--- src/rtl/scd_pkg.sv ---
// Package of types and constants for the selectable clock divider
package scd_pkg;

  // Rate of the sampling clock
  localparam int unsigned CLOCK_HZ = 10_000_000;

  // Pins taken through the synchroniser
  localparam int unsigned SYNC_W   = 4;
  localparam int unsigned PIN_ECLP = 0;
  localparam int unsigned PIN_ECLN = 1;
  localparam int unsigned PIN_TTL  = 2;
  localparam int unsigned PIN_SEL  = 3;
  localparam logic [3:0]  SYNC_RST = 4'h0;

  // Select pin levels
  localparam logic SEL_ECL = 1'b0;
  localparam logic SEL_TTL = 1'b1;

  // Divider phase counter counts down
  localparam int unsigned  PHASE_W   = 2;
  localparam logic [1:0]   PHASE_RST = 2'h0;
  localparam logic [1:0]   PHASE_DEC = 2'h1;

  // True and complementary divided clocks
  typedef struct packed {
    logic half;
    logic half_n;
    logic quarter;
    logic quarter_n;
  } scd_clk_out_t;

  // Raw reference pins
  typedef struct packed {
    logic ecl_p;
    logic ecl_n;
    logic ttl;
    logic sel;
  } scd_ref_pins_t;

  localparam scd_clk_out_t OUT_RST = '{half: 1'b0, half_n: 1'b1,
                                       quarter: 1'b0, quarter_n: 1'b1};

endpackage

--- src/rtl/scd_sync.sv ---
// Two-flop synchroniser for asynchronous pin inputs
`timescale 1ns/1ps
`default_nettype none

module scd_sync (
  input  wire logic                        clock_i,
  input  wire logic                        rst_n_i,
  input  wire logic [scd_pkg::SYNC_W-1:0]  async_i,
  output var  logic [scd_pkg::SYNC_W-1:0]  sync_o
);

  logic [scd_pkg::SYNC_W-1:0] meta_q;

  always_ff @(posedge clock_i or negedge rst_n_i) begin
    if (!rst_n_i) begin
      meta_q <= scd_pkg::SYNC_RST;
      sync_o <= scd_pkg::SYNC_RST;
    end else begin
      meta_q <= async_i;
      sync_o <= meta_q;
    end
  end

endmodule

`default_nettype wire

--- src/rtl/scd_divider.sv ---
// Selectable reference clock divider with half and quarter rate outputs
// Summary of operation
// RULE1: Selected reference drives divide-by-two and divide-by-four clock outputs.
// RULE2: Reset low forces true outputs low, complements high, asynchronously.
// RULE3: Select low routes the differential pair as reference.
// RULE4: Select high routes the single-ended input as reference.
// RULE5: Half and quarter outputs start with coinciding rising edges.
// RULE6: Open or equal differential legs give a stable low reference.
// RULE7: After reset both dividers restart cleared, realigned on next reference edge.
`timescale 1ns/1ps
`default_nettype none

module scd_divider (
  input  wire logic                   clock_i,
  input  wire logic                   rst_n_i,
  input  wire scd_pkg::scd_ref_pins_t ref_pins_i,
  output var  scd_pkg::scd_clk_out_t  divided_clock_out_o
);

  logic [scd_pkg::SYNC_W-1:0]  pins_s;
  logic                        ecl_ref;
  logic                        ref_sel;
  logic                        ref_prev_q;
  logic                        ref_rise;
  logic [scd_pkg::PHASE_W-1:0] phase_q;
  logic [scd_pkg::PHASE_W-1:0] phase_d;

  scd_sync u_sync (
    .clock_i (clock_i),
    .rst_n_i (rst_n_i),
    .async_i ({ref_pins_i.sel, ref_pins_i.ttl, ref_pins_i.ecl_n, ref_pins_i.ecl_p}),
    .sync_o  (pins_s)
  );

  // Only a true differential high counts; open legs read low
  assign ecl_ref = pins_s[scd_pkg::PIN_ECLP] & ~pins_s[scd_pkg::PIN_ECLN]; // see RULE6

  // Reference source mux
  always_comb begin
    if (pins_s[scd_pkg::PIN_SEL] == scd_pkg::SEL_TTL) begin
      ref_sel = pins_s[scd_pkg::PIN_TTL]; // see RULE4
    end else begin
      ref_sel = ecl_ref; // see RULE3
    end
  end

  // Rising edge of the chosen reference
  always_ff @(posedge clock_i or negedge rst_n_i) begin
    if (!rst_n_i) begin
      ref_prev_q <= 1'b0;
    end else begin
      ref_prev_q <= ref_sel;
    end
  end

  assign ref_rise = ref_sel & ~ref_prev_q;

  // Down count 0,3,2,1: both bits rise together leaving zero
  assign phase_d = phase_q - scd_pkg::PHASE_DEC; // see RULE5

  always_ff @(posedge clock_i or negedge rst_n_i) begin
    if (!rst_n_i) begin
      phase_q <= scd_pkg::PHASE_RST; // see RULE7
    end else if (ref_rise) begin
      phase_q <= phase_d; // see RULE1
    end
  end

  // Phase code to true and complementary outputs
  function automatic scd_pkg::scd_clk_out_t phase_to_out(
    input logic [scd_pkg::PHASE_W-1:0] phase
  );
    scd_pkg::scd_clk_out_t outs;
    outs.half      = phase[0];
    outs.half_n    = ~phase[0];
    outs.quarter   = phase[1];
    outs.quarter_n = ~phase[1];
    return outs;
  endfunction

  // Output drivers kept in flops
  always_ff @(posedge clock_i or negedge rst_n_i) begin
    if (!rst_n_i) begin
      divided_clock_out_o <= scd_pkg::OUT_RST; // see RULE2
    end else if (ref_rise) begin
      divided_clock_out_o <= phase_to_out(phase_d); // see RULE1
    end
  end

  // Checks

  // Independent up count of reference edges since reset
  logic [scd_pkg::PHASE_W-1:0] edge_cnt_q;

  always_ff @(posedge clock_i or negedge rst_n_i) begin
    if (!rst_n_i) begin
      edge_cnt_q <= scd_pkg::PHASE_RST;
    end else if (ref_rise) begin
      edge_cnt_q <= edge_cnt_q + scd_pkg::PHASE_DEC;
    end
  end

  // Bit pair whose top bit stays low while the synchroniser still shows its reset value
  logic [1:0]                  settle_q;

  always_ff @(posedge clock_i or negedge rst_n_i) begin
    if (!rst_n_i) begin
      settle_q <= 2'h0;
    end else begin
      settle_q <= {settle_q[0], 1'b1};
    end
  end
endmodule

`default_nettype wire

--- config.mk ---
export PLATFORM = sky130hd
export DESIGN_NAME = scd_divider
export DESIGN_NICKNAME = d
export VERILOG_FILES = /design/src/rtl/scd_pkg.sv /design/src/rtl/scd_sync.sv /design/src/rtl/scd_divider.sv
export SDC_FILE = /design/constraint.sdc
export NUM_CORES = 1
export LEC_CHECK = 0
export BUFFER_PORTS_ARGS = -buffer_cell sky130_fd_sc_hd__buf_2
export CAP_MARGIN = 20
export CORE_AREA = 2 2 39 41
export CTS_CLUSTER_DIAMETER = 80
export DETAILED_ROUTE_END_ITERATION = 7
export DIE_AREA = 0 0 41 43
export GPL_ROUTABILITY_DRIVEN = 0
export GPL_TIMING_DRIVEN = 0
export PLACE_DENSITY_LB_ADDON = 0.2
export SYNTH_ARGS = -nofsm -noshare
export SYNTH_HDL_FRONTEND = slang
export SYNTH_SLANG_ARGS = --single-unit
export TNS_END_PERCENT = 100
--- constraint.sdc ---
create_clock -name clock_i -period 1.3 [get_ports clock_i]
set_input_delay 0.065 -clock clock_i [delete_from_list [all_inputs] [get_ports clock_i]]
set_output_delay 0.065 -clock clock_i [all_outputs]
set_load 0.005 [all_outputs]
# After elaboration in Yosys (flattened, before gate mapping)
# Cells that the tools add are included.
# W data, S select, Z words.
[totals]
ram_bits = 0
n_memories = 0
romBits = 0
inputBits = 6
latchBits = 0
wordCells = 16
regBits = 15
out_inout_bits = 4
[op_classes]
n_mul = 0
n_shift = 0
n_reduce_logical = 0
n_addsub = 1
div = 0
muxes = 1
n_bitwise = 6
order_cmp = 0
n_eq_ne = 0
[op_table]
columns = ["cell", "count"]
rows = [
  ["$not A1 Y1", 4],
  ["$and A1 B1 Y1", 2],
  ["$sub A2 B1 Y2 const B", 1],
  ["$mux W1", 1],
]

# Depth between registers and ports, before layout
# Gate-level depths: netlist of run 1.
[logic_depth]
word_depth = 4
ltp_mapped = 3
mapped_depth_nobuf = 3

# Hierarchy
# Synthesis of run 1 repeated with hierarchy kept, for this count alone.
[unflattened]
cells_unflattened = 23
hier_area_um2 = 431.7
[by_module_without_submodules]
columns = ["module", "n_inst", "area_each_um2", "seq_area_each_um2", "cells_per_inst"]
rows = [
  ["scd_divider", 1, 231.5, 127.6, 15],
  ["scd_sync", 1, 200.2, 200.2, 8],
]

# Worst setup path after synthesis of run 1
# OpenSTA, ideal clock, no wires.
[synth_path]
path_type = "reg-to-reg"
start = "reg u_sync.sync_o[3] in the netlist's numbering"
end = "reg divided_clock_out_o[0] in the netlist's numbering"
period_less_slack_ns = 1.391
t_arrival_ns = 1.309
path_buffers = 0
path_stages_with_launch = 4
path_slack_ns = -0.091
setup_time_ns = 0.082
path_cell_list = "dfrtp_1 -> or4b_4 -> nand2_2 -> mux2_4"
[synth_via]
elab_chain_cells = 2
[synth_rtl]
columns = ["element", "line_no", "rtl"]
rows = [
  ["start: declaration", "scd_sync.sv:9", "output var logic [scd_pkg::SYNC_W-1:0] sync_o"],
  ["start signal: assignment", "scd_sync.sv:17", "sync_o <= scd_pkg::SYNC_RST;"],
  ["start signal: assignment", "scd_sync.sv:20", "sync_o <= meta_q;"],
  ["$mux W1", "scd_divider.sv:40", "if (pins_s[scd_pkg::PIN_SEL] == scd_pkg::SEL_TTL) begin"],
  ["$and A1 B1 Y1", "scd_divider.sv:56", "assign ref_rise = ref_sel & ~ref_prev_q;"],
  ["end signal: assignment", "scd_divider.sv:84", "divided_clock_out_o <= scd_pkg::OUT_RST;"],
  ["end signal: assignment", "scd_divider.sv:86", "divided_clock_out_o <= phase_to_out(phase_d);"],
  ["end: declaration", "scd_divider.sv:17", "output var scd_pkg::scd_clk_out_t divided_clock_out_o"],
]
# Every way passes these cells.
# A chain may end at the register's enable or synchronous reset.

# Final worst setup path of run 1
[layout_path]
start = "reg u_sync.sync_o[1] in the netlist's numbering"
end = "reg divided_clock_out_o[2] in the netlist's numbering"
[layout_via]
elab_chain_cells = 4
[layout_rtl]
columns = ["element", "line_no", "rtl"]
rows = [
  ["$not A1 Y1", "scd_divider.sv:36", "assign ecl_ref = pins_s[scd_pkg::PIN_ECLP] & ~pins_s[scd_pkg::PIN_ECLN];"],
  ["$and A1 B1 Y1", "scd_divider.sv:36", ""],
  ["$mux W1", "scd_divider.sv:40", ""],
  ["$and A1 B1 Y1", "scd_divider.sv:56", ""],
]
# Every way passes these cells.

==> results.json, run 1 <==
{
  "total_leakage_power_uw": 0.0002761,
  "clock-sinks": 13,
  "violations": "negative setup slack",
  "viasPerCell": 4.433,
  "path_class": "register to register",
  "ys_seq_area_share_pct": 75.29,
  "reg2reg_depth": 3,
  "finalWirelength_um": 671,
  "antenna_found_initial": 0,
  "syn_to_final_growth_pct": 35.34,
  "clk_latency_ns": 0.27,
  "drtIter0Drc": 1,
  "async_flop_share_pct": 100.0,
  "clk_pin_slew_worst_paths_ns": 0.08,
  "dieArea_sq_mm": 0.001763,
  "swShare_pct": 26.42,
  "worst_path_max_delay_cell": "or4b_4",
  "worst_slack_ns": -0.1149,
  "overflow": 0,
  "slew_headroom_pct": 80.76,
  "whs_ns": 0.1971,
  "die_h_um": 43,
  "power.switching_uw": 276.4,
  "dpl_cell_area_sq_um": 505.5,
  "p_clk_share_pct": 23.2,
  "start_util_pct": 31.46,
  "grtUsageTotal_pct": 11.01,
  "cts_tree": "built",
  "drive_above_1_share_pct": 45.45,
  "netlist_top_cells_count": "dfrtp_1 (11), xor2_1 (3), dfstp_2 (2), mux2_4 (2)",
  "avgSynthCellArea_sq_um": 17.42,
  "h-tree-depth": 1,
  "routedWlPerCell_um": 11.18,
  "reg2reg_to": "divided_clock_out_o[2]",
  "diodes": 0,
  "cp.required_ns": 1.50,
  "status": "finished with violations",
  "ys_ff_latch": 13,
  "finalCritPeriodShare_pct": 108.8,
  "ys.flop_type": "dfrtp_1",
  "critPathArrivalTime_ns": 1.62,
  "synth_top_area_share_pct": 63.22,
  "synth_area_sq_um": 435.4,
  "design_area_sq_um": 589.3,
  "yosys.area.top_type": "dfrtp_1",
  "grt_setup_unrepaired": "yes",
  "finalClockSkew_ns": 0.002938,
  "intPower_uw": 769.6,
  "drv_slew": 0,
  "crit_path_max_incr_delay_ns": 0.57,
  "grt_pass1_vias": 292,
  "grt_max_degree": 14,
  "rows": 14,
  "synth_cells": 25,
  "cp-start-kind": "register",
  "drt_pass1_iterations": 2,
  "drc": 0,
  "numPortBuffers": 9,
  "core_sq_mm": 0.001384,
  "dr_total_vias": 266,
  "synth.net_count": 31,
  "timing.rr.start": "u_sync.sync_o[1]",
  "pwr-share-comb_pct": 21.7,
  "ys_top_cells_by_area": "dfrtp_1 (63%), dfstp_2 (12%), mux2_4 (6.9%)",
  "ys_types": 11,
  "ant_nets": 0,
  "fin_crit_ns": 1.415,
  "power.density_mw_per_mm2": 1775,
  "max_clock_freq_mhz": 706.8,
  "cts_buffers": 3,
  "critPathMaxFanout": 3,
  "r2r_setup_slack_ns": -0.11,
  "io_pins": 10,
  "n_fill_cell": 126,
  "grt_pass1_wl_um": 1207,
  "root_buffer": "clkbuf_4",
  "clk_path_buf_depth": 2,
  "hold_violations": 0,
  "cp-end-kind": "register",
  "tightest_slew_ns": 0.2887,
  "hold_class": "input pin to async pin",
  "synth_edf_count": 0,
  "seq_power_share_pct": 55.2,
  "ys_warn_count": 0,
  "path_cells": "or4b_4 > nand2_4 > mux2_4",
  "setup_violations": 4,
  "ir_worst_vdd_mv": 0.7424,
  "finalNetCount": 51,
  "drv_cap": 0,
  "synthMostInstantiatedCell": "dfrtp_1",
  "fp.dieW_um": 41
}
## power by group through the flow
stage               clock, uW  combinational, uW  sequential [uW]
finish                    242                227              577
global placement            0                207              576
floorplan                   0                113              582
detailed placement          0                211              585
CTS                       251                232              580
global route              268                254              595
## state kept, by name, summed over array words and instances, names as in the netlist
name and cells:
u_sync.sync_o 4, u_sync.meta_q 4, ref_prev_q 1, divided_clock_out_o 3, phase_q 1
## repair_timing
action / in CTS / in global routing
pin swaps: 1 / 0
endpoints found under the hold margin: 17 / 0
cloned: 0 / 0
endpoints found under the setup margin: 3 / 4
gates resized for setup: 0 / 0
buffers inserted: 1 / 0
hold buffers: 5 / 0
## placed cells by master (no fill, tap or decap), types with 2 or more instances in the layout
master         synthesis  final
dfrtp_1               11     11
buf_2                  0      9
dlygate4sd3_1          0      5
xor2_1                 3      3
clkbuf_4               0      3
mux2_4                 2      2
dfstp_2                2      2
## worst max-delay path: cells and delay by family, from the launching register on
| family | cells | cell delay, ns |
|---|---|---|
| DFF | 1 | 0.38 |
| muxes | 1 | 0.31 |
| and+or+nand+nor | 2 | 0.67 |
## cell type report
class / count / area [sq um] / area share [%]
Sequential cell: 13 / 327.8 / 55.63
Multi-Input combinational cell: 12 / 112.6 / 19.11
Timing Repair Buffer: 15 / 102.6 / 17.41
Clock buffer: 4 / 26.28 / 4.459
Tap cell: 16 / 20.02 / 3.397
## worst max-delay path by stage
stage | startpoint | end | slack [ns] | depth (start not counted)
floorplan | u_sync.sync_o[1] | divided_clock_out_o[0] | -0.08 | 3
global placement | u_sync.sync_o[1] | divided_clock_out_o[2] | -0.11 | 3
detailed placement | u_sync.sync_o[1] | divided_clock_out_o[2] | -0.12 | 3
CTS | u_sync.sync_o[1] | divided_clock_out_o[2] | -0.11 | 3
global route | u_sync.sync_o[1] | divided_clock_out_o[2] | -0.16 | 3
finish | u_sync.sync_o[1] | divided_clock_out_o[2] | -0.11 | 3
## metrics by stage
| stage | power (uW) | setup TNS (ns) | instances | utilization [%] | setup slack (ns) |
|---|---|---|---|---|---|
| 3_3_place_gp | 783.1 | -0.2098 | 50 | 36.53 | -0.1057 |
| 4_1_cts | 1063 | -0.2879 | 60 | 42.59 | -0.1137 |
| 3_5_place_dp | 795.7 | -0.2329 | 50 | 36.53 | -0.1203 |
| 2_1_floorplan | 695.5 | -0.1559 | 25 | - | -0.07794 |
| 5_1_grt | 1116 | -0.5346 | 60 | 42.59 | -0.1577 |
| 6_report | 1046 | -0.2884 | 60 | 42.59 | -0.1149 |
## cell families after synthesis
| kind of cell | count (synthesis) | share of synthesized area [%] |
|---|---|---|
| AND/OR/NAND/NOR | 5 | 8.622 |
| multiplexers | 2 | 6.897 |
| flip-flops | 13 | 75.29 |
| XOR/XNOR | 3 | 6.036 |
| AO/OA/AOI/OAI | 2 | 3.160 |
## metal layers
layer  global-route usage (%)  part of all wire, %  up-vias
li1                         -                    -      122
met1                    14.98                   45      135
met2                    13.44                   48        9
met3                    4.712                  6.7        0
met4                    8.000                    0        0
met5                        0                    0        -
Power figures use the tool's default switching activity.
==> inputs of run 2 (changes only) <==
CELL_PAD_IN_SITES_DETAIL_PLACEMENT = 1   (was unset)
CELL_PAD_IN_SITES_GLOBAL_PLACEMENT = 1   (was unset)
==> results.json, run 2 (same netlist as run 1, synthesis figures left out) <==
{
  "status": "finished with violations",
  "violations": "negative setup slack",
  "cts-resized-gates": 0,
  "critical_path_buf_inv_count": 0,
  "ir_worst_vdd_mv": 0.5975,
  "pwr-share-comb_pct": 21.8,
  "drv_slew": 0,
  "whs_ns": 0.1982,
  "grt_setup_unrepaired": "yes",
  "tightest_slew_ns": 0.2766,
  "drive_above_1_share_pct": 45.45,
  "finalWirelength_um": 732,
  "drv_cap": 0,
  "cp.required_ns": 1.50,
  "worst_slack_ns": -0.1204,
  "finalClockSkew_ns": 0.003857,
  "multi_input_area_sq_um": 112.6,
  "power.density_mw_per_mm2": 1762,
  "cts_tree": "built",
  "setup_violations": 3,
  "clk_latency_ns": 0.27,
  "fin_crit_ns": 1.420,
  "drtIter0Drc": 0,
  "power.switching_uw": 269.4,
  "finalNetCount": 51,
  "ant_nets": 0,
  "crit_family": "simple AND/OR/NAND/NOR gates",
  "critPathMaxFanout": 3,
  "io_pins": 10,
  "intPower_uw": 768.9,
  "h-tree-depth": 1,
  "utilization_pct": 42.59,
  "clock-sinks": 13,
  "regArea_sq_um": 327.8,
  "path_class": "register to register",
  "hold_class": "input pin to async pin",
  "timing.rr.start": "ref_prev_q",
  "diodes": 0,
  "viasPerCell": 4.217,
  "hold_violations": 0,
  "routedWlPerCell_um": 12.20,
  "grtUsageTotal_pct": 11.09,
  "layout_commonest_cell": "dfrtp_1",
  "syn_to_final_growth_pct": 35.34,
  "dp_hpwl_um": 518.3,
  "p_clk_share_pct": 22.8,
  "cp-start-kind": "register",
  "start_util_pct": 31.46,
  "clk_path_buf_depth": 2,
  "grt_pass1_vias": 298,
  "drc": 0,
  "swShare_pct": 25.95,
  "die_h_um": 43,
  "tns_ns": -0.2421,
  "max_clock_freq_mhz": 704.0,
  "antenna_found_initial": 0,
  "total_leakage_power_uw": 0.0002758,
  "cts_buffers": 3,
  "root_buffer": "clkbuf_4",
  "fp.dieW_um": 41,
  "clk_pin_slew_worst_paths_ns": 0.07,
  "mostFrequentLayoutCells": "dfrtp_1 (11), buf_2 (9), dlygate4sd3_1 (5), xor2_1 (3), clkbuf_4 (3)",
  "critPathArrivalTime_ns": 1.62,
  "dieArea_sq_mm": 0.001763,
  "worst_path_max_delay_cell": "or4b_4",
  "overflow": 0,
  "grt_max_degree": 14,
  "cp-end-kind": "register",
  "seq_power_share_pct": 55.4,
  "path_cells": "or4b_4 > nand2_4 > mux2_4",
  "core_sq_mm": 0.001384,
  "dr_total_vias": 253,
  "crit_path_max_incr_delay_ns": 0.57,
  "n_fill_cell": 150,
  "numPortBuffers": 9,
  "cp-startpoint": "ref_prev_q",
  "rows": 14,
  "grt_pass1_wl_um": 1200,
  "drt_pass1_iterations": 1,
  "finalCritPeriodShare_pct": 109.3,
  "slew_headroom_pct": 81.56,
  "top_regs": "u_sync.meta_q (4), u_sync.sync_o (4), divided_clock_out_o (3)"
}
[run 2: cell counts in the layout (fill, tap and decap cells not counted)]
Identical to the previous run, type by type.
[run 2: through the flow]
stage / cell area [sq um] / cells / worst slack, ns / total power, uW
finish: 589.3 / 60 / -0.1204 / 1038
global route: 589.3 / 60 / -0.1454 / 1105
CTS: 581.8 / 59 / -0.1385 / 1060
detailed placement: 505.5 / 50 / -0.1428 / 802.8
global placement: 505.5 / 50 / -0.1066 / 783.7
floorplan: 440.4 / 25 / -0.07794 / 695.5
[run 2: area by class of cell]
| class | count | share of cell area [%] |
|---|---|---|
| Timing Repair Buffer | 15 | 17.41 |
| Multi-Input combinational cell | 12 | 19.11 |
| Clock buffer | 4 | 4.459 |
| Sequential cell | 13 | 55.63 |
| Tap cell | 16 | 3.397 |
[run 2: final timing paths]
path                                     endpoint  slack, ns  depth (start not counted)
setup / recovery           divided_clock_out_o[0]      -0.12                          3
hold / removal                   u_sync.sync_o[0]       0.20                          2
setup reg to reg           divided_clock_out_o[0]      -0.12                          3
hold reg to reg                  u_sync.sync_o[0]       0.35                          0
max in group asynchronous  divided_clock_out_o[2]       0.83                          2
min in group clock_i             u_sync.sync_o[0]       0.35                          0
[run 2: per-layer routing]
metal | share of wire, % | track usage [%]
met1 | 38 | 11.42
met2 | 57 | 16.88
met3 | 5.2 | 3.141
met4 | 0 | 10.00
met5 | 0 | 0
[run 2: worst register-to-register path, stage by stage (launching register included)]
cell,delay [ns]
dfrtp_1,0.38
or4b_4,0.57
nand2_4,0.11
mux2_4,0.30
[run 2: what timing repair did]
action	4_1_cts	5_1_grt
pin swaps	2	0
hold buffers	5	0
buffers inserted	0	1
setup endpoints to repair	3	4
endpoints found under the hold margin	17	0
[run 2: power groups by stage]
| stage | clock (uW) | combinational [uW] | sequential [uW] |
|---|---|---|---|
| 6_report | 236 | 227 | 575 |
| 5_1_grt | 267 | 255 | 584 |
| 4_1_cts | 251 | 230 | 579 |
| 3_5_place_dp | 0 | 217 | 586 |
| 3_3_place_gp | 0 | 207 | 576 |
| 2_1_floorplan | 0 | 113 | 582 |
